**src/include/lbd_defs.svh**
```systemverilog
// register offsets, field positions, reset values and timing counts
// assumes a byte-wide register port and a 20 MHz core clock
`ifndef LBD_DEFS_SVH
`define LBD_DEFS_SVH

`define LBD_ADDR_ENA 8'h10
`define LBD_ADDR_CTRL 8'h11
`define LBD_ADDR_MSB 8'h19
`define LBD_ADDR_LSB 8'h1a
`define LBD_ADDR_IMAX 8'h1b
`define LBD_ADDR_STAT_CODE 8'h20
`define LBD_ADDR_STAT_FLAG 8'h21

`define LBD_MODE_HI 6
`define LBD_MODE_LO 5
`define LBD_RAMP_BIT 4
`define LBD_ENA_HI 3
`define LBD_ENA_LO 1

`define LBD_MODE_RST 2'h3
`define LBD_CODE_RST 12'hfff
`define LBD_LSB_RST 4'hf
`define LBD_ENA_RST 3'h7
`define LBD_IMAX_RST 2'h0
`define LBD_CTRL_LOW_RD 4'h5

`define LBD_CLK_MHZ 20
`define LBD_RAMP_FAST_US 128
`define LBD_RAMP_SLOW_US 1024
`define LBD_RAMP_FAST_CYC (`LBD_RAMP_FAST_US * `LBD_CLK_MHZ)
`define LBD_RAMP_SLOW_CYC (`LBD_RAMP_SLOW_US * `LBD_CLK_MHZ)
`define LBD_DUTY_WIN_LOG2 15

`define LBD_CHOP_LOW_DUTY 9'h010
`define LBD_CHOP_PWM_DUTY 9'h020
`define LBD_CHOP_FULL 9'h100
`define LBD_CHOP_MID_AMP 16'h0800
`define LBD_CHOP_PWM_LIMIT 16'h0100
`define LBD_IMAX_BASE 3'h5

`endif

```
**src/include/lbd_pkg.sv**
```systemverilog
// types shared by the dimming control block
// assumes nothing beyond the constants header
package lbd_pkg;
	typedef enum logic [1:0] {
		LBD_SRC_HOST = 2'b00,
		LBD_SRC_PWM = 2'b01,
		LBD_SRC_PROD = 2'b10,
		LBD_SRC_PROD_ALT = 2'b11
	} lbd_src_type;

	typedef enum logic [0:0] {
		LBD_RAMP_IDLE = 1'b0,
		LBD_RAMP_MOVE = 1'b1
	} lbd_ramp_type;
endpackage

```
**src/lbd_duty_meter.sv**
```systemverilog
// measures pwm input duty over a fixed window of core clocks
// assumes pwm_in is already synchronous; window must be at most 2^15 clocks
`include "lbd_defs.svh"
module lbd_duty_meter #(
	parameter int WIN_LOG2 = `LBD_DUTY_WIN_LOG2
) (
	input wire logic clk_in,
	input wire logic sys_rst_in,
	input wire logic pwm_in,
	output logic [15:0] duty_out
);
	logic [WIN_LOG2-1:0] cnt_ff;
	logic [WIN_LOG2-1:0] nxt_cnt;
	logic [WIN_LOG2:0] high_ff;
	logic [WIN_LOG2:0] nxt_high;
	logic [WIN_LOG2:0] high_sum;
	logic [15:0] sum16;
	logic [15:0] nxt_duty;

	// a window spans many input periods, so the count is a block mean, restarted every window
	assign high_sum = high_ff + {{WIN_LOG2{1'b0}}, pwm_in};
	assign sum16 = 16'(high_sum);

	always_comb begin
		nxt_cnt = cnt_ff + 1'b1;
		nxt_high = high_sum;
		nxt_duty = duty_out;
		if (&cnt_ff) begin
			nxt_high = '0;
			// full duty maps to 32768 whatever the window length
			nxt_duty = sum16 << (15 - WIN_LOG2);
		end
	end

	always_ff @(posedge clk_in) begin
		if (sys_rst_in) begin
			cnt_ff <= '0;
			high_ff <= '0;
			duty_out <= 16'h0000;
		end else begin
			cnt_ff <= nxt_cnt;
			high_ff <= nxt_high;
			duty_out <= nxt_duty;
		end
	end
endmodule

```
**src/lbd_phase_chopper.sv**
```systemverilog
// chops the sink enables at a given duty with staggered phases
// assumes duty_in counts in 1/2^CNT_W steps, 2^CNT_W meaning always on
module lbd_phase_chopper #(
	parameter int CNT_W = 8,
	parameter int SINKS = 3
) (
	input wire logic clk_in,
	input wire logic sys_rst_in,
	input wire logic [CNT_W:0] duty_in,
	input wire logic [SINKS-1:0] sink_en_in,
	output logic [SINKS-1:0] sink_on_out
);
	logic [CNT_W-1:0] cnt_ff;
	logic [CNT_W-1:0] nxt_cnt;
	logic [SINKS-1:0] nxt_on;

	assign nxt_cnt = cnt_ff + 1'b1;

	// each sink opens its window a fixed fraction of a period later
	for (genvar i = 0; i < SINKS; i++) begin : g_sink
		localparam logic [CNT_W-1:0] OFS = CNT_W'((i * (1 << CNT_W)) / SINKS);
		logic [CNT_W-1:0] phase;
		assign phase = cnt_ff + OFS;
		assign nxt_on[i] = sink_en_in[i] && ({1'b0, phase} < duty_in);
	end

	always_ff @(posedge clk_in) begin
		if (sys_rst_in) begin
			cnt_ff <= '0;
			sink_on_out <= '0;
		end else begin
			cnt_ff <= nxt_cnt;
			sink_on_out <= nxt_on;
		end
	end
endmodule

```
**src/lbd_dimming_ctrl.sv**
```systemverilog
// brightness control for a three-string led sink: mode select, code mapping,
// ramping, chopping and scaling to the maximum-current setting
// assumes a byte register port with read data one cycle after the strobe,
// and current outputs in units of one eightieth of the minimum step
//
// How it works
// - two-bit field picks host, pwm or product
// - host mode ignores pwm; code is msb:lsb
// - low nibble waits until upper byte written
// - codes 256-4095 give half-code average current
// - codes 16-255 chop at fixed peak
// - codes 1-15 exponential, 16/256 duty chopping
// - code zero is off; current scales with maximum
// - host ramp: 128us or 1024us per step
// - pwm mode ignores code, never ramps
// - pwm duty maps to code, full gives 2048
// - pwm code below 16 chops at 1/8
// - product code is half host code times duty
// - product codes are fractional, up to 2047
// - product code below 16 chops at 1/8
// - product ramp rate from host nibble only
// - chopped sinks are staggered, not simultaneous
// - maximum field selects 25, 30, 35, 40mA
// - reset: ramp off, source selection 11
// - reset: brightness code all ones
`include "lbd_defs.svh"
module lbd_dimming_ctrl #(
	parameter int RAMP_SLOW_CYC = `LBD_RAMP_SLOW_CYC,
	parameter int DUTY_WIN_LOG2 = `LBD_DUTY_WIN_LOG2
) (
	input wire logic clk_in,
	input wire logic sys_rst_in,
	input wire logic [7:0] reg_addr_in,
	input wire logic [7:0] reg_wdata_in,
	input wire logic reg_wr_in,
	input wire logic reg_rd_in,
	output logic [7:0] reg_rdata_out,
	input wire logic pwm_in,
	output logic [2:0] sink_on_out,
	output logic [18:0] sink_amplitude_out,
	output logic [18:0] average_sink_current_out
);
	// register group
	lbd_pkg::lbd_src_type mode_ff;
	lbd_pkg::lbd_src_type nxt_mode;
	logic ramp_en_ff;
	logic nxt_ramp_en;
	logic [2:0] sink_en_ff;
	logic [2:0] nxt_sink_en;
	logic [1:0] imax_ff;
	logic [1:0] nxt_imax;
	logic [3:0] lsb_pend_ff;
	logic [3:0] nxt_lsb_pend;
	logic [11:0] target_ff;
	logic [11:0] nxt_target;
	logic [7:0] nxt_rdata;
	// ramp group
	lbd_pkg::lbd_ramp_type ramp_state_ff;
	lbd_pkg::lbd_ramp_type nxt_ramp_state;
	logic [11:0] code_ff;
	logic [11:0] nxt_code;
	logic [15:0] tick_cnt_ff;
	logic [15:0] nxt_tick_cnt;
	logic [15:0] tick_limit;
	logic tick;
	// output group
	logic [15:0] avg_q_ff;
	logic [15:0] nxt_avg_q;
	logic [15:0] amp_q_ff;
	logic [15:0] nxt_amp_q;
	logic [8:0] duty_ff;
	logic [8:0] nxt_duty;
	logic [18:0] nxt_avg_out;
	logic [18:0] nxt_amp_out;
	logic [15:0] duty_norm;
	logic [26:0] prod;
	logic [15:0] ext_q;
	logic [3:0] scale;

	// current in sixteenths of the minimum step, 1.149 per code from code 1
	function automatic logic [15:0] lbd_exp_q4(input logic [3:0] c);
		case (c)
			4'h1: lbd_exp_q4 = 16'h0010;
			4'h2: lbd_exp_q4 = 16'h0012;
			4'h3: lbd_exp_q4 = 16'h0015;
			4'h4: lbd_exp_q4 = 16'h0018;
			4'h5: lbd_exp_q4 = 16'h001c;
			4'h6: lbd_exp_q4 = 16'h0020;
			4'h7: lbd_exp_q4 = 16'h0025;
			4'h8: lbd_exp_q4 = 16'h002a;
			4'h9: lbd_exp_q4 = 16'h0031;
			4'ha: lbd_exp_q4 = 16'h0038;
			4'hb: lbd_exp_q4 = 16'h0040;
			4'hc: lbd_exp_q4 = 16'h004a;
			4'hd: lbd_exp_q4 = 16'h0055;
			4'he: lbd_exp_q4 = 16'h0061;
			4'hf: lbd_exp_q4 = 16'h0070;
			default: lbd_exp_q4 = 16'h0000;
		endcase
	endfunction

	// pwm-only is the one source that bypasses both the code and the ramp
	function automatic logic lbd_uses_code(input lbd_pkg::lbd_src_type m);
		lbd_uses_code = (m != lbd_pkg::LBD_SRC_PWM);
	endfunction

	lbd_duty_meter #(
		.WIN_LOG2(DUTY_WIN_LOG2)
	) u_meter (
		.clk_in(clk_in),
		.sys_rst_in(sys_rst_in),
		.pwm_in(pwm_in),
		.duty_out(duty_norm)
	);

	lbd_phase_chopper #(
		.CNT_W(8),
		.SINKS(3)
	) u_chop (
		.clk_in(clk_in),
		.sys_rst_in(sys_rst_in),
		.duty_in(duty_ff),
		.sink_en_in(sink_en_ff),
		.sink_on_out(sink_on_out)
	);

	// register file
	always_comb begin
		nxt_mode = mode_ff;
		nxt_ramp_en = ramp_en_ff;
		nxt_sink_en = sink_en_ff;
		nxt_imax = imax_ff;
		nxt_lsb_pend = lsb_pend_ff;
		nxt_target = target_ff;
		nxt_rdata = 8'h00;
		if (reg_wr_in) begin
			case (reg_addr_in)
				`LBD_ADDR_ENA: nxt_sink_en = reg_wdata_in[`LBD_ENA_HI:`LBD_ENA_LO];
				`LBD_ADDR_CTRL: begin
					nxt_mode = lbd_pkg::lbd_src_type'(reg_wdata_in[`LBD_MODE_HI:`LBD_MODE_LO]);
					nxt_ramp_en = reg_wdata_in[`LBD_RAMP_BIT];
				end
				`LBD_ADDR_LSB: nxt_lsb_pend = reg_wdata_in[3:0];
				`LBD_ADDR_MSB: nxt_target = {reg_wdata_in, lsb_pend_ff};
				`LBD_ADDR_IMAX: nxt_imax = reg_wdata_in[1:0];
				default: nxt_target = target_ff;
			endcase
		end
		if (reg_rd_in) begin
			case (reg_addr_in)
				`LBD_ADDR_ENA: nxt_rdata = {4'h0, sink_en_ff, 1'b0};
				`LBD_ADDR_CTRL: nxt_rdata = {1'b0, mode_ff, ramp_en_ff, `LBD_CTRL_LOW_RD};
				`LBD_ADDR_LSB: nxt_rdata = {4'h0, lsb_pend_ff};
				`LBD_ADDR_MSB: nxt_rdata = target_ff[11:4];
				`LBD_ADDR_IMAX: nxt_rdata = {6'h00, imax_ff};
				`LBD_ADDR_STAT_CODE: nxt_rdata = code_ff[11:4];
				`LBD_ADDR_STAT_FLAG: nxt_rdata = {ramp_state_ff,
					(duty_ff != `LBD_CHOP_FULL) && (duty_ff != 9'h000), 2'h0, code_ff[3:0]};
				default: nxt_rdata = 8'h00;
			endcase
		end
	end

	always_ff @(posedge clk_in) begin
		if (sys_rst_in) begin
			mode_ff <= lbd_pkg::lbd_src_type'(`LBD_MODE_RST);
			ramp_en_ff <= 1'b0;
			sink_en_ff <= `LBD_ENA_RST;
			imax_ff <= `LBD_IMAX_RST;
			lsb_pend_ff <= `LBD_LSB_RST;
			target_ff <= `LBD_CODE_RST;
			reg_rdata_out <= 8'h00;
		end else begin
			mode_ff <= nxt_mode;
			ramp_en_ff <= nxt_ramp_en;
			sink_en_ff <= nxt_sink_en;
			imax_ff <= nxt_imax;
			lsb_pend_ff <= nxt_lsb_pend;
			target_ff <= nxt_target;
			reg_rdata_out <= nxt_rdata;
		end
	end

	// ramp: the effective code moves one half-code unit per tick
	assign tick_limit = (target_ff[11:8] != 4'h0) ? 16'(`LBD_RAMP_FAST_CYC - 1)
		: 16'(RAMP_SLOW_CYC - 1);
	// >= so a shorter interval chosen mid-count still fires
	assign tick = (tick_cnt_ff >= tick_limit);

	always_comb begin
		nxt_ramp_state = ramp_state_ff;
		nxt_code = code_ff;
		nxt_tick_cnt = (tick || ramp_state_ff == lbd_pkg::LBD_RAMP_IDLE) ? 16'h0000
			: tick_cnt_ff + 16'h0001;
		if (!ramp_en_ff || !lbd_uses_code(mode_ff)) begin
			nxt_code = target_ff;
			nxt_ramp_state = lbd_pkg::LBD_RAMP_IDLE;
		end else begin
			case (ramp_state_ff)
				lbd_pkg::LBD_RAMP_IDLE: begin
					if (code_ff != target_ff)
						nxt_ramp_state = lbd_pkg::LBD_RAMP_MOVE;
				end
				lbd_pkg::LBD_RAMP_MOVE: begin
					if (tick) begin
						if (code_ff < target_ff)
							nxt_code = (target_ff - code_ff > 12'h002) ? code_ff + 12'h002
								: target_ff;
						else
							nxt_code = (code_ff - target_ff > 12'h002) ? code_ff - 12'h002
								: target_ff;
						if (nxt_code == target_ff)
							nxt_ramp_state = lbd_pkg::LBD_RAMP_IDLE;
					end
				end
				default: nxt_ramp_state = lbd_pkg::LBD_RAMP_IDLE;
			endcase
		end
	end

	always_ff @(posedge clk_in) begin
		if (sys_rst_in) begin
			ramp_state_ff <= lbd_pkg::LBD_RAMP_IDLE;
			code_ff <= `LBD_CODE_RST;
			tick_cnt_ff <= 16'h0000;
		end else begin
			ramp_state_ff <= nxt_ramp_state;
			code_ff <= nxt_code;
			tick_cnt_ff <= nxt_tick_cnt;
		end
	end

	// code to current mapping in sixteenths of a step; scale reaches 8, so four bits
	assign prod = code_ff[11:1] * duty_norm;
	assign ext_q = (mode_ff == lbd_pkg::LBD_SRC_PWM) ? duty_norm
		: 16'(prod >> 11);
	assign scale = 4'(`LBD_IMAX_BASE) + {2'b00, imax_ff};

	always_comb begin
		nxt_avg_q = 16'h0000;
		nxt_amp_q = 16'h0000;
		nxt_duty = 9'h000;
		case (mode_ff)
			lbd_pkg::LBD_SRC_HOST: begin
				if (code_ff == 12'h000) begin
					nxt_duty = 9'h000;
				end else if (code_ff < 12'h010) begin
					nxt_avg_q = lbd_exp_q4(code_ff[3:0]);
					nxt_amp_q = lbd_exp_q4(code_ff[3:0]) << 4;
					nxt_duty = `LBD_CHOP_LOW_DUTY;
				end else if (code_ff < 12'h100) begin
					nxt_avg_q = {1'b0, code_ff[11:1], 4'h0};
					nxt_amp_q = `LBD_CHOP_MID_AMP;
					nxt_duty = {1'b0, code_ff[7:1], 1'b0};
				end else begin
					nxt_avg_q = {1'b0, code_ff[11:1], 4'h0};
					nxt_amp_q = {1'b0, code_ff[11:1], 4'h0};
					nxt_duty = `LBD_CHOP_FULL;
				end
			end
			default: begin
				if (ext_q == 16'h0000) begin
					nxt_duty = 9'h000;
				end else if (ext_q < `LBD_CHOP_PWM_LIMIT) begin
					nxt_avg_q = ext_q;
					nxt_amp_q = ext_q << 3;
					nxt_duty = `LBD_CHOP_PWM_DUTY;
				end else begin
					nxt_avg_q = ext_q;
					nxt_amp_q = ext_q;
					nxt_duty = `LBD_CHOP_FULL;
				end
			end
		endcase
		nxt_avg_out = 19'(19'(avg_q_ff) * 19'(scale));
		nxt_amp_out = 19'(19'(amp_q_ff) * 19'(scale));
	end

	always_ff @(posedge clk_in) begin
		if (sys_rst_in) begin
			avg_q_ff <= 16'h0000;
			amp_q_ff <= 16'h0000;
			duty_ff <= 9'h000;
			average_sink_current_out <= 19'h00000;
			sink_amplitude_out <= 19'h00000;
		end else begin
			avg_q_ff <= nxt_avg_q;
			amp_q_ff <= nxt_amp_q;
			duty_ff <= nxt_duty;
			average_sink_current_out <= nxt_avg_out;
			sink_amplitude_out <= nxt_amp_out;
		end
	end

	AST_MSB_LOAD: assert property (@(posedge clk_in) disable iff (sys_rst_in)
		reg_wr_in && reg_addr_in == `LBD_ADDR_MSB
		|=> target_ff == {$past(reg_wdata_in), $past(lsb_pend_ff)})
		else $error("upper byte write did not apply the code");

	AST_LSB_HOLD: assert property (@(posedge clk_in) disable iff (sys_rst_in)
		reg_wr_in && reg_addr_in == `LBD_ADDR_LSB |=> $stable(target_ff))
		else $error("low nibble write changed the applied code");

	AST_RST_MODE: assert property (@(posedge clk_in) disable iff (sys_rst_in)
		$past(sys_rst_in) |-> mode_ff == lbd_pkg::LBD_SRC_PROD_ALT && !ramp_en_ff)
		else $error("wrong mode or ramp after reset");

	AST_RST_CODE: assert property (@(posedge clk_in) disable iff (sys_rst_in)
		$past(sys_rst_in) |-> target_ff == 12'hfff && lsb_pend_ff == 4'hf)
		else $error("brightness code not all ones after reset");

	AST_ZERO_OFF: assert property (@(posedge clk_in) disable iff (sys_rst_in)
		mode_ff == lbd_pkg::LBD_SRC_HOST && code_ff == 12'h000
		|=> ##1 average_sink_current_out == 19'h00000)
		else $error("code zero did not give zero current");

	AST_LOW_CHOP: assert property (@(posedge clk_in) disable iff (sys_rst_in)
		mode_ff == lbd_pkg::LBD_SRC_HOST && code_ff != 12'h000 && code_ff < 12'h010
		|=> duty_ff == 9'h010 && amp_q_ff == (avg_q_ff << 4))
		else $error("low code chopping wrong");

	AST_MID_CHOP: assert property (@(posedge clk_in) disable iff (sys_rst_in)
		mode_ff == lbd_pkg::LBD_SRC_HOST && code_ff >= 12'h010 && code_ff < 12'h100
		|=> amp_q_ff == 16'h0800 && duty_ff == {1'b0, $past(code_ff[7:1]), 1'b0})
		else $error("mid code chopping wrong");

	AST_HIGH_LIN: assert property (@(posedge clk_in) disable iff (sys_rst_in)
		mode_ff == lbd_pkg::LBD_SRC_HOST && code_ff >= 12'h100
		|=> duty_ff == 9'h100 && avg_q_ff == {1'b0, $past(code_ff[11:1]), 4'h0})
		else $error("high code not half-code continuous");

	AST_PWM_LOW: assert property (@(posedge clk_in) disable iff (sys_rst_in)
		mode_ff == lbd_pkg::LBD_SRC_PWM && duty_norm != 16'h0000 && duty_norm < 16'h0100
		|=> duty_ff == 9'h020 && amp_q_ff == {avg_q_ff[12:0], 3'h0})
		else $error("low pwm code not chopped at one eighth");

	AST_RAMP_STEP: assert property (@(posedge clk_in) disable iff (sys_rst_in)
		ramp_en_ff && lbd_uses_code(mode_ff) && ramp_state_ff == lbd_pkg::LBD_RAMP_MOVE && !tick
		|=> $stable(code_ff))
		else $error("ramp moved between ticks");
endmodule

```
**config.mk**
```make
export PLATFORM = sky130hd
export DESIGN_NAME = lbd_dimming_ctrl
export DESIGN_NICKNAME = d
export VERILOG_FILES = /design/src/include/lbd_pkg.sv /design/src/lbd_duty_meter.sv /design/src/lbd_phase_chopper.sv /design/src/lbd_dimming_ctrl.sv
export VERILOG_INCLUDE_DIRS = /design/src /design/src/include
export SDC_FILE = /design/constraint.sdc
export NUM_CORES = 1
export LEC_CHECK = 0
export BUFFER_PORTS_ARGS = -buffer_cell sky130_fd_sc_hd__buf_2
export CAP_MARGIN = 15
export CORE_UTILIZATION = 55
export CTS_CLUSTER_DIAMETER = 150
export DETAILED_ROUTE_END_ITERATION = 12
export PLACE_DENSITY = 0.73
export SKIP_LAST_GASP = 1
export SLEW_MARGIN = 30
export SYNTH_ARGS = -nofsm -noshare
export SYNTH_HDL_FRONTEND = slang
export SYNTH_SLANG_ARGS = --single-unit
```
**constraint.sdc**
```tcl
create_clock -name clk_in -period 6.39 [get_ports clk_in]
set_input_delay 0.639 -clock clk_in [delete_from_list [all_inputs] [get_ports clk_in]]
set_output_delay 0.639 -clock clk_in [all_outputs]
set_load 0.005 [all_outputs]
```
; ---- Word level (Yosys, flattened, before mapping)
; Memories as Yosys holds them, arrays and structs flattened. A register that Yosys moved wholly into a read port is not among the register bits.
; Cells that the tools add are included.
[totals]
mem_count = 2
rom_bits = 224
ff_bits = 198
inputBits = 21
word_cells = 122
out_inout_bits = 49
[memory_table]
columns = memory, words, width, read_ports, rd_ports_with_merged_regs, wr, line_no
row1 = (name not given), 16, 7, 1, 1, 0, lbd_dimming_ctrl.sv:82  ; case (c)
row2 = (name not given), 16, 7, 1, 1, 0, lbd_dimming_ctrl.sv:82
[classes]
n_lt_le_gt_ge = 10
addsub = 11
n_eq_ne = 12
bitwise_logic = 2
n_reduce_logical = 26
mux = 36
n_mul = 3
[ops]
columns = cell, count
row1 = 16-bit two-way mux, 10
row2 = 12-bit two-way mux, 9
row3 = 8-bit case mux with 7 select lines, 1
row4 = 9-bit two-way mux, 6
row5 = "8-bit by 5-bit equality test with 1-bit output, second input constant", 5
row6 = 16-bit by 4-bit multiplier with 19-bit output, 2
row7 = 15-bit two-way mux, 2
row8 = 8-bit by 9-bit less-than comparator with 1-bit output, 3
row9 = 11-bit by 16-bit multiplier with 27-bit output, 1
row10 = "12-bit by 2-bit > comparator with 1-bit output, second input constant", 2
row11 = 12-bit subtractor, 2
row12 = 16-bit by 1-bit adder with 16-bit output, 1
row13 = "16-bit by 1-bit adder with 16-bit output, second input constant", 1
row14 = "8-bit by 6-bit equality test with 1-bit output, second input constant", 2
row15 = 16-bit by 15-bit >= comparator with 1-bit output, 1
row16 = 16-bit zero test, 1
row17 = "16-bit by 9-bit less-than comparator with 1-bit output, second input constant", 1
row18 = 4-bit two-way mux, 4
row19 = "15-bit by 1-bit adder with 15-bit output, second input constant", 1
row20 = 15-bit AND reduction, 1
row21 = "12-bit by 2-bit adder with 12-bit output, second input constant", 1
row22 = 12-bit equality test, 1
row23 = 12-bit zero test, 1
row24 = 12-bit less-than comparator, 1
row25 = other kinds (23), 40

; ---- Depth between registers and ports, before layout
; Gate-level depths: netlist of run 1.
[depth]
word_depth = 12
mapped_depth = 27
ltp_nobuf = 23

; ---- By module
; A second synthesis of run 1 with hierarchy kept.
[unflattened]
hier_cells = 2314
hier_area_um2 = 19590.0
[by_module_without_submodules]
columns = module, area_each_um2, seq_area_each_um2, cells_per_inst, instances
row1 = lbd_dimming_ctrl, 16525.8, 2922.8, 1978, 1
row2 = lbd_duty_meter, 1994.4, 940.9, 210, 1
row3 = lbd_phase_chopper, 1069.8, 220.2, 126, 1

; ---- Worst setup path after synthesis of run 1
; No wires, ideal clock.
[synth_timing]
path_kind = reg2reg
startpoint = reg code_ff[4]
endpoint = reg amp_q_ff[10]
setup_ps = 79
t_required_ps = 6311
synth_period_minus_slack_ps = 6829
arrival_ps = 6750
stages_incl_launch_ff = 27
n_path_buf = 5
path_slack_ps = -439
cell_sequence = dfxtp_1 -> clkbuf_1 -> clkbuf_1 -> clkbuf_1 -> clkbuf_1 -> nand2_1 -> fa_1 -> fa_1 -> inv_1 -> fa_1 -> fa_1 -> inv_1 -> fa_1 -> inv_1 -> ha_1 -> a21o_1 -> a21o_1 -> nor3_1 -> a211oi_2 -> a21oi_2 -> o21a_1 -> o21a_1 -> o211ai_1 -> nor4_4 -> buf_2 -> nand3_1 -> o211ai_1
[synth_between]
elab_chain_len = 6
elab_cells_between_ends = 13
cone_classes = mul: 1 / order compare: 3 / mux: 7 / reduce/logical: 2
[synth_lines]
columns = item, line_no
row1 = "start, declared", lbd_dimming_ctrl.sv:60  ; logic [11:0] code_ff;
row2 = "start signal, assigned", lbd_dimming_ctrl.sv:224  ; code_ff <= `LBD_CODE_RST;
row3 = "start signal, assigned", lbd_dimming_ctrl.sv:228  ; code_ff <= nxt_code;
row4 = 11-bit by 16-bit multiplier with 27-bit output, lbd_dimming_ctrl.sv:234  ; assign prod = code_ff[11:1] * duty_norm;
row5 = 16-bit two-way mux, lbd_dimming_ctrl.sv:235  ; assign ext_q = (mode_ff == lbd_pkg::LBD_SRC_PWM) ? duty_norm
row6 = 16-bit by 9-bit less-than comparator with 1-bit output (no line), --
row7 = 16-bit two-way mux, lbd_dimming_ctrl.sv:264  ; end else if (ext_q < `LBD_CHOP_PWM_LIMIT) begin
row8 = 16-bit two-way mux, lbd_dimming_ctrl.sv:262  ; if (ext_q == 16'h0000) begin
row9 = 16-bit two-way mux *, lbd_dimming_ctrl.sv:243  ; case (mode_ff)
row10 = "end signal, assigned", lbd_dimming_ctrl.sv:288  ; amp_q_ff <= nxt_amp_q;
row11 = "end, declared", lbd_dimming_ctrl.sv:69  ; logic [15:0] amp_q_ff;
; Mark *: on every way between the ends. The rest lies on a longest branch, timed or not.
; A chain may end at the register's enable or synchronous reset.

; ---- Final worst setup path of run 1
[layout_timing]
startpoint = reg code_ff[5]
endpoint = reg amp_q_ff[7]
; Same word-level chain as after synthesis.

==> results of run 1 <==
[critical path, cell delays in order, from the launching register on]
cell      delay (ns)
dfxtp_2         0.37
buf_4           0.16
nand2_1         0.07
fa_1            0.52
fa_1            0.55
inv_1           0.07
fa_1            0.47
fa_1            0.55
inv_1           0.05
fa_1            0.52
inv_1           0.04
ha_1            0.33
and3_1          0.19
o21bai_1        0.15
a31oi_4         0.13
a211oi_4        0.30
a21oi_2         0.11
buf_4           0.15
xnor2_1         0.11
mux2i_1         0.21
nand4_1         0.18
nor4_4          0.33
buf_6           0.17
mux2i_2         0.23
a221oi_2        0.08
[state kept, by name, summed over array words and instances, names as in the netlist, 3 cells and up, named ones only]
register	cells
amp_q_ff	16
tick_cnt_ff	16
average_sink_current_out	19
sink_amplitude_out	19
u_chop.sink_on_out	3
u_meter.high_ff	16
u_chop.cnt_ff	8
u_meter.duty_out	16
target_ff	12
sink_en_ff	3
lsb_pend_ff	4
code_ff	12
u_meter.cnt_ff	15
duty_ff	8
avg_q_ff	16
reg_rdata_out	8
[kinds of logic after synthesis]
group,count (synthesis),synth area share
AO/OA/AOI/OAI,384,0.139
AND/OR/NAND/NOR,807,0.204
buffers and inverters,362,0.0721
XOR/XNOR,123,0.0558
multiplexers,59,0.0328
adder cells (fa/ha/maj),346,0.285
flip-flops,204,0.211
[area by class of cell]
cell class / instances / area share
Tap cell: 455 / 0.0270
Inverter: 219 / 0.0391
Sequential cell: 204 / 0.196
Clock buffer: 35 / 0.0323
Multi-Input combinational cell: 1719 / 0.659
Timing Repair Buffer: 139 / 0.0416
Clock inverter: 9 / 0.00557
[through the flow]
stage,instances,area [um2],utilization,setup TNS [ns]
6_report,2780,21100,0.611,0
3_3_place_gp,2732,20200,0.584,0
5_1_grt,2780,21100,0.611,-0.0260
3_5_place_dp,2732,20200,0.584,-0.220
4_1_cts,2776,21000,0.607,0
2_1_floorplan,2285,19400,-,0
[cells in the final DEF, fill, tap and decap left out, types with 7 or more instances in the layout]
cell / Yosys / routed
dfxtp_1: 204 / 187
mux2i_1: 25 / 24
a21o_1: 23 / 23
buf_2: 4 / 69
nor2_1: 202 / 201
nand2b_1: 13 / 13
a211oi_1: 14 / 14
buf_4: 3 / 68
and3_1: 19 / 19
nor3_1: 34 / 33
or2_2: 7 / 7
clkbuf_1: 123 / 7
ha_1: 190 / 190
mux2_2: 34 / 34
a221oi_1: 10 / 10
xor2_1: 60 / 60
clkbuf_16: 0 / 24
o21bai_1: 7 / 7
a22o_1: 8 / 8
fa_1: 156 / 156
xnor2_1: 63 / 63
dfxtp_4: 0 / 11
nand3_1: 53 / 51
inv_1: 213 / 213
nor3b_1: 8 / 8
a21oi_1: 114 / 113
nor4_1: 15 / 14
o211ai_1: 33 / 33
nor2b_1: 62 / 62
o21ai_0: 52 / 50
a31oi_1: 12 / 11
nand4_1: 17 / 17
o21a_1: 19 / 18
nand2_1: 230 / 229
and2_1: 117 / 117
[metal layers]
metal / part of all wire / vias up / track usage
met4: 0.025 / 0 / 0.0732
li1: - / 7658 / -
met2: 0.47 / 612 / 0.479
met5: 0 / - / 0
met3: 0.071 / 86 / 0.0406
met1: 0.44 / 7794 / 0.388
[how the worst max path moves through the flow]
stage	from	to	slack (ns)	depth (start not counted)
2_1_floorplan	code_ff[7]$_SDFFE_PP1P_	duty_ff[5]$_SDFF_PP0_	0.02	24
3_3_place_gp	u_meter.duty_out[4]$_SDFFE_PP0P_	amp_q_ff[7]$_SDFF_PP0_	0.03	22
3_5_place_dp	u_meter.duty_out[4]$_SDFFE_PP0P_	amp_q_ff[7]$_SDFF_PP0_	-0.09	22
4_1_cts	code_ff[4]$_SDFFE_PP1P_	amp_q_ff[7]$_SDFF_PP0_	0.007	22
5_1_grt	code_ff[11]$_SDFFE_PP1P_	amp_q_ff[7]$_SDFF_PP0_	-0.02	23
6_report	code_ff[5]$_SDFFE_PP1P_	amp_q_ff[7]$_SDFF_PP0_	0.19	24
[power by group through the flow]
stage          combinational (W)  clock, W  sequential (W)
2_1_floorplan          0.0000852         0         0.00131
3_3_place_gp            0.000115         0         0.00131
3_5_place_dp            0.000116         0         0.00131
4_1_cts                 0.000117   0.00142         0.00128
5_1_grt                 0.000130   0.00148         0.00128
6_report                0.000119   0.00140         0.00128
[timing repair]
action / 4_1_cts / 5_1_grt
hold buffers: 0 / 0
buffers inserted: 0 / 3
setup endpoints to repair: 5 / 14
cloned: 0 / 1
resized for setup: 4 / 39
pin swaps: 0 / 11
==> impl_metrics.csv, run 1 <==
group,metric,value,unit
grt,antenna_found_initial,0,
pwr,power,0.00280,W
critical_path,crit_required,6.78,ns
detailed_routing,wirelength,50.4,mm
sta,rsz0062_at_grt,"true",
synthesis,ys_seq_area_frac,0.211,
sta,hold_slack,0.372,ns
grt,overflow,0,
worst_hold_path,hold_end,"lsb_pend_ff[0]$_SDFFE_PP1P_",
layout,area.growth.synth_to_final,9.30,%
placed_design,numPortBuffers,69,
clock_network,cts.sinks,204,
die,coreArea,34500,um2
sta,finalHoldViolCount,0,
synthesis,syn-num-nets,2652,
critical_path,worstSetupEndpointType,"register",
critical_path,reg2reg_depth,24,
sta,setup_viol,0,
outcome,status,"complete, no violations",
synthesis,yosys-top-cells-area,"dfxtp_1 21%, fa_1 16%, ha_1 12%",
synthesis,synthArstFlopShare,0,
die,die_x,189,um
critical_path,timing.rr.start,"code_ff[5]$_SDFFE_PP1P_",
layout,drive_gt1_frac,0.120,
clock_network,root_buffer,"clkbuf_16",
pwr,p_comb_frac,0.042,
sta,worst_pin_slew,0.922,ns
synthesis,netlist_top_cells_count,"230 x nand2_1, 213 x inv_1, 204 x dfxtp_1",
sta,fin_skew,0.0222,ns
sta,relSlewSlack,0.384,
pwr,power.leakage,10.1,nW
worst_hold_path,hp-start,"reg_wdata_in[0]",
synthesis,ys_seq_elements,204,
pwr,pwr-share-clk,0.500,
pwr,p_sw,0.000659,W
synthesis,syn_area_per_cell,8.45,um2
worst_hold_path,hold_depth,3,
flow_run,drv_cap,0,
pwr,p_int,0.00214,W
layout,multi_input_area,13900,um2
synthesis,synth_cells,2285,
placed_design,place_congestion,0.946,
pwr,powerDensity,132,nW/um2
critical_path,cp-start-kind,"register",
synthesis,ys_warn_count,0,
sta,layout_setup_ws,0.194,ns
synthesis,yosys.area.top_type,"dfxtp_1",
detailed_routing,num_vias,16200,
grt,grt_pass1_wl,82.9,mm
clock_network,cts_htree_levels,1,
pwr,p_sw_frac,0.236,
critical_path,critPathKind,"reg -> reg",
die,rows,68,
placed_design,dpl_worst_slack,-0.0853,ns
pwr,ir_worst_vdd,0.273,mV
sta,finalCritPeriodShare,0.970,
detailed_routing,viasPerCell,5.81,
die,die_area,35900,um2
die,start_util,0.559,
synthesis,yosysTopAreaCellShare,0.211,
grt,grt_pass1_vias,16000,
clock_network,clk_path_buf_depth,3,
die,io-pin-count,70,
grt,grt_max_degree,72,
synthesis,synth-edff-count,0,
critical_path,rr_endpoint,"amp_q_ff[7]$_SDFF_PP0_",
grt,grt.total_usage,0.287,
critical_path,r2r_slack,0.19,ns
detailed_routing,drtIter0Drc,1255,
synthesis,yosysUniqueCellTypes,95,
pwr,pwr-share-seq,0.457,
sta,fmax,0.161,GHz
sta,finalMaxSlewViolations,0,
detailed_routing,wire_per_inst,18.1,um
synthesis,syn_area,19300,um2
detailed_routing,ant_nets,0,
clock_network,clock_latency,0.55,ns
detailed_routing,dr.pass1.iters,5,
critical_path,critPathMaxFanout,5,
layout,regArea,4130,um2
synthesis,synth_flop_cell,"dfxtp_1",
critical_path,cp.arrival,6.59,ns
layout,final_nets,2674,
layout,fillCellCount,3050,
sta,fin_crit,6.20,ns
layout,insertedDiodeCount,0,
clock_network,cts_tree,"yes",
worst_hold_path,hp-class,"in -> reg",
placed_design,dp_hpwl,38.8,mm
die,die_h,189,um
synthesis,yosysMostFrequentCell,"nand2_1",
clock_network,cts_made_buffers,24,
detailed_routing,remaining_drc_errors,0,
clock_network,cts.clk_slew.worst_paths,0.06,ns
(Power assumes the default switching activity.)
==> inputs of run 2 (changes only) <==
Settings changed: CORE_MARGIN from default to 3, GPL_TIMING_DRIVEN from default to 0.
==> impl_metrics.csv, run 2 (same netlist as run 1, synthesis figures left out) <==
group,metric,value,unit
outcome,status,"complete, no violations",
worst_hold_path,hp-class,"in -> reg",
critical_path,worstSetupEndpointType,"register",
die,io-pin-count,70,
pwr,ir_worst_vdd,0.179,mV
layout,fin_util,0.657,
grt,grt_pass1_vias,16900,
detailed_routing,remaining_drc_errors,0,
critical_path,crit_required,6.76,ns
die,die_area,37400,um2
sta,fin_crit,6.31,ns
clock_network,cts.clk_slew.worst_paths,0.06,ns
sta,worst_pin_slew,0.906,ns
sta,fin_skew,0.0294,ns
critical_path,cp.arrival,6.68,ns
die,start_util,0.567,
placed_design,dp_hpwl,43.4,mm
detailed_routing,viasPerCell,5.86,
sta,finalCritPeriodShare,0.988,
die,coreArea,34000,um2
detailed_routing,ant_nets,0,
grt,overflow,0,
detailed_routing,num_vias,17000,
sta,finalMaxSlewViolations,0,
sta,fmax,0.158,GHz
layout,layout_commonest_cell,"nand2_1",
pwr,powerDensity,127,nW/um2
layout,insertedDiodeCount,0,
detailed_routing,dr.pass1.iters,6,
grt,grt.total_usage,0.297,
pwr,power.leakage,10.5,nW
sta,setup_viol,0,
clock_network,clock_latency,0.54,ns
grt,antenna_found_initial,1,
layout,reg_top3,"average_sink_current_out x19, sink_amplitude_out x19",
clock_network,clk_path_buf_depth,3,
layout,final_cell_mix,"222 x nand2_1, 204 x inv_1, 201 x nor2_1",
clock_network,root_buffer,"clkbuf_16",
sta,finalHoldViolCount,0,
die,die_h,193,um
layout,final_nets,2799,
critical_path,cp-start-kind,"register",
grt,grt_pass1_wl,90.9,mm
critical_path,critPathKind,"reg -> reg",
pwr,power,0.00284,W
detailed_routing,drtIter0Drc,1441,
layout,area.growth.synth_to_final,15.9,%
placed_design,dp.cells,2800,
grt,grt_max_degree,15,
clock_network,cts.sinks,204,
die,die_x,193,um
layout,drive_gt1_frac,0.157,
placed_design,place_congestion,0.980,
layout,finalNonFillerCells,2897,
die,rows,67,
critical_path,r2r_slack,0.08,ns
sta,relSlewSlack,0.396,
placed_design,numPortBuffers,67,
sta,hold_slack,0.371,ns
critical_path,critPathMaxFanout,10,
detailed_routing,wire_per_inst,20.1,um
clock_network,cts_made_buffers,23,
clock_network,cts_htree_levels,1,
clock_network,cts_tree,"yes",
flow_run,drv_cap,0,
detailed_routing,wirelength,58.4,mm
## run 2: cell count changes in the layout (fill, tap and decap cells not counted), sizes merged
cell / previous run / this run
buf: 139 / 168
clkbuf: 35 / 130
bufinv: 2 / 3
inv: 218 / 219
clkinv: 5 / 3
## run 2: power by group
group	switching, W	leakage, nW	internal, W
Sequential	0.00000636	1.65	0.00127
Clock	0.000559	0.393	0.000868
Combinational	0.0000919	8.48	0.0000448
Total	0.000657	10.5	0.00219
## run 2: final timing paths
kind / from / end / depth (start not counted)
worst max-delay path: u_meter.duty_out[5]$_SDFFE_PP0P_ / duty_ff[5]$_SDFF_PP0_ / 22
worst min-delay path: reg_wdata_in[5] / mode_ff[0]$_SDFFE_PP1P_ / 3
worst max register to register: u_meter.duty_out[5]$_SDFFE_PP0P_ / duty_ff[5]$_SDFF_PP0_ / 22
worst min register to register: u_meter.cnt_ff[0]$_SDFF_PP0_ / u_meter.cnt_ff[0]$_SDFF_PP0_ / 1
## run 2: timing repair
item | CTS | global route
setup buffers | 29 | 37
cloned | 2 | 1
resized for setup | 141 | 107
pin swaps | 43 | 73
hold buffers | 0 | 0
setup endpoints to repair | 33 | 13
## run 2: worst max-delay path: stages, from the launching register on
cell      delay [ns]
dfxtp_4         0.40
buf_8           0.17
nand2_2         0.08
fa_1            0.52
fa_1            0.53
fa_1            0.52
inv_2           0.04
fa_1            0.48
inv_2           0.04
fa_1            0.54
inv_2           0.04
ha_4            0.23
a21oi_4         0.16
o21ai_2         0.09
a21oi_2         0.20
o31ai_4         0.12
a311o_1         0.42
xor2_2          0.18
mux2_4          0.27
or4_1           0.39
or3_1           0.37
o311ai_2        0.25
a21oi_2         0.10
## run 2: layout make-up
cell class | instances | area [um2]
clock buffers | 33 | 683
plain buffers | 130 | 842
flip-flops and latches | 204 | 4130
inverters | 219 | 825
well taps | 448 | 561
clock inverters | 9 | 139
repair buffers | 135 | 928
multi-input cells | 1719 | 14300
fillers | 2841 | 11700
## run 2: through the flow
step           TNS (ns)  instance area [um2]  worst slack [ns]
5_1_grt          -0.537                22400            -0.108
2_1_floorplan         0                19400            0.0188
4_1_cts               0                21900            0.0105
6_report              0                22400            0.0757
3_3_place_gp     -29.80                20300             -1.54
3_5_place_dp     -29.24                20300             -1.52
## run 2: routing by layer
metal	GRT usage	part of all wire	vias up
met3	0.0494	0.083	141
met5	0	0	-
met4	0.0938	0.035	0
met1	0.413	0.43	8198
li1	-	-	7911
met2	0.478	0.45	732
==> inputs of run 3 (changes only) <==
Settings changed: RECOVER_POWER from default to 50.
==> impl_metrics.csv, run 3 (same netlist as run 1, synthesis figures left out) <==
group,metric,value,unit
outcome,status,"complete, no violations",
grt,grt.total_usage,0.297,
critical_path,cp_cell_sequence,"buf_8, nand2_2, fa_1, fa_1, fa_1, inv_2, fa_1, inv_2, fa_1, inv_2, ha_4, a21oi_4, o21ai_2, a21oi_2, o31ai_4, a311o_1, xor2_2, mux2_4, or4_1, or3_1, o311ai_2, a21oi_2",
layout,final_cell_mix,"222 x nand2_1, 204 x inv_1, 201 x nor2_1",
grt,grt_pass1_wl,90.9,mm
critical_path,startpoint,"u_meter.duty_out[5]$_SDFFE_PP0P_",
critical_path,critPathMaxFanout,10,
critical_path,crit_required,6.76,ns
critical_path,cp-start-kind,"register",
die,start_util,0.567,
die,die_h,193,um
pwr,pwr-share-clk,0.502,
sta,worst_pin_slew,1.08,ns
die,io-pin-count,70,
placed_design,dpl_worst_slack,-1.52,ns
detailed_routing,drtIter0Drc,1462,
layout,finalNonFillerCells,2897,
sta,fin_crit,6.32,ns
grt,antenna_found_initial,1,
pwr,power.leakage,10.4,nW
die,rows,67,
detailed_routing,wirelength,58.4,mm
detailed_routing,dr.pass1.iters,7,
sta,hold_slack,0.372,ns
pwr,powerDensity,127,nW/um2
pwr,p_int,0.00219,W
sta,relSlewSlack,0.281,
placed_design,dp_hpwl,43.4,mm
clock_network,cts_htree_levels,1,
layout,final_nets,2799,
placed_design,dp.cells,2800,
die,coreArea,34000,um2
critical_path,crit_top_cell,"fa_1",
worst_hold_path,hp-class,"in -> reg",
detailed_routing,ant_nets,0,
worst_hold_path,hp-start,"reg_wdata_in[7]",
critical_path,crit_buf_inv,4,
critical_path,cp.arrival,6.69,ns
die,die_x,193,um
pwr,p_comb_frac,0.048,
layout,multi_input_area,14300,um2
detailed_routing,wire_per_inst,20.1,um
clock_network,clock_latency,0.54,ns
layout,fin_util,0.656,
placed_design,place_congestion,0.980,
critical_path,cpPeakStageDelay,0.54,ns
critical_path,critPathKind,"reg -> reg",
sta,finalCritPeriodShare,0.989,
critical_path,crit_path_top_delay_cell,"fa_1",
layout,reg_top3,"average_sink_current_out x19, sink_amplitude_out x19",
clock_network,cts.clk_slew.worst_paths,0.06,ns
clock_network,cts_tree,"yes",
layout,insertedDiodeCount,0,
clock_network,cts_made_buffers,23,
layout,regArea,4130,um2
sta,finalMaxSlewViolations,0,
clock_network,root_buffer,"clkbuf_16",
layout,fillCellCount,2845,
critical_path,timing.rr.start,"u_meter.duty_out[5]$_SDFFE_PP0P_",
sta,setup_tns,0,ns
layout,area.growth.synth_to_final,15.6,%
detailed_routing,remaining_drc_errors,0,
critical_path,worstSetupEndpointType,"register",
grt,grt_pass1_vias,16900,
layout,drive_gt1_frac,0.144,
pwr,ir_worst_vdd,0.179,mV
pwr,pwr-share-seq,0.451,
placed_design,numPortBuffers,67,
detailed_routing,viasPerCell,5.88,
sta,finalHoldViolCount,0,
sta,setup_viol,0,
critical_path,crit_family,"adder cells",
sta,fmax,0.158,GHz
grt,grt_max_degree,15,
sta,layout_setup_ws,0.0717,ns
pwr,p_sw_frac,0.230,
die,die_area,37400,um2
detailed_routing,num_vias,17000,
layout,layout_commonest_cell,"nand2_1",
clock_network,cts.sinks,204,
grt,overflow,0,
pwr,p_sw,0.000655,W
clock_network,clk_path_buf_depth,3,
sta,fin_skew,0.0269,ns
flow_run,drv_cap,0,
## run 3: changes by cell type in the layout (fill, tap and decap cells not counted), sizes merged
cell    previous run  this run
buf              168       131
clkbuf           130       167
## run 3: final cells by class
type                    instances  area share
plain buffers                 130      0.0377
clock buffers                  33      0.0306
clock inverters                 9     0.00622
inverters                     219      0.0369
multi-input cells            1719       0.639
flip-flops and latches        204       0.185
well taps                     448      0.0251
repair buffers                135      0.0398
## run 3: through the flow
step,area [um2],total power (W)
4_1_cts,21900,0.00286
3_3_place_gp,20300,0.00144
2_1_floorplan,19400,0.00139
6_report,22300,0.00284
3_5_place_dp,20300,0.00144
5_1_grt,22300,0.00292
## run 3: timing repair
item	in CTS	in global routing
pin swaps	43	73
resized for setup	141	107
hold buffers	0	0
setup buffers	29	37
endpoints found under the setup margin	33	13
gates cloned	2	1
## run 3: final timing paths
check                                                    end  cells past startpoint  slack [ns]
worst max-delay path                   duty_ff[5]$_SDFF_PP0_                     22        0.07
worst min-delay path              target_ff[11]$_SDFFE_PP1P_                      3        0.37
worst max register to register         duty_ff[5]$_SDFF_PP0_                     22        0.07
worst min register to register  u_meter.cnt_ff[0]$_SDFF_PP0_                      1        0.46
## run 3: routing by layer
layer,GRT usage,wire (um)
met4,0.0938,2220
met5,0,0
met2,0.478,26300
met1,0.413,24900
met3,0.0494,4920
## run 3: power groups by stage
stage                     Clock, W  Sequential [W]  Combinational, W
after floorplan                  0         0.00131         0.0000852
after global placement           0         0.00131          0.000128
after detailed placement         0         0.00131          0.000131
after CTS                  0.00144         0.00128          0.000133
after global routing       0.00150         0.00128          0.000147
final                      0.00142         0.00128          0.000136
## run 3: worst reg2reg max path: stages, from the launching register on
cell,delay [ns]
dfxtp_4,0.40
buf_8,0.17
nand2_2,0.08
fa_1,0.52
fa_1,0.54
fa_1,0.52
inv_2,0.04
fa_1,0.49
inv_2,0.04
fa_1,0.54
inv_2,0.05
ha_4,0.23
a21oi_4,0.16
o21ai_2,0.09
a21oi_2,0.20
o31ai_4,0.12
a311o_1,0.42
xor2_2,0.18
mux2_4,0.27
or4_1,0.39
or3_1,0.37
o311ai_2,0.25
a21oi_2,0.10
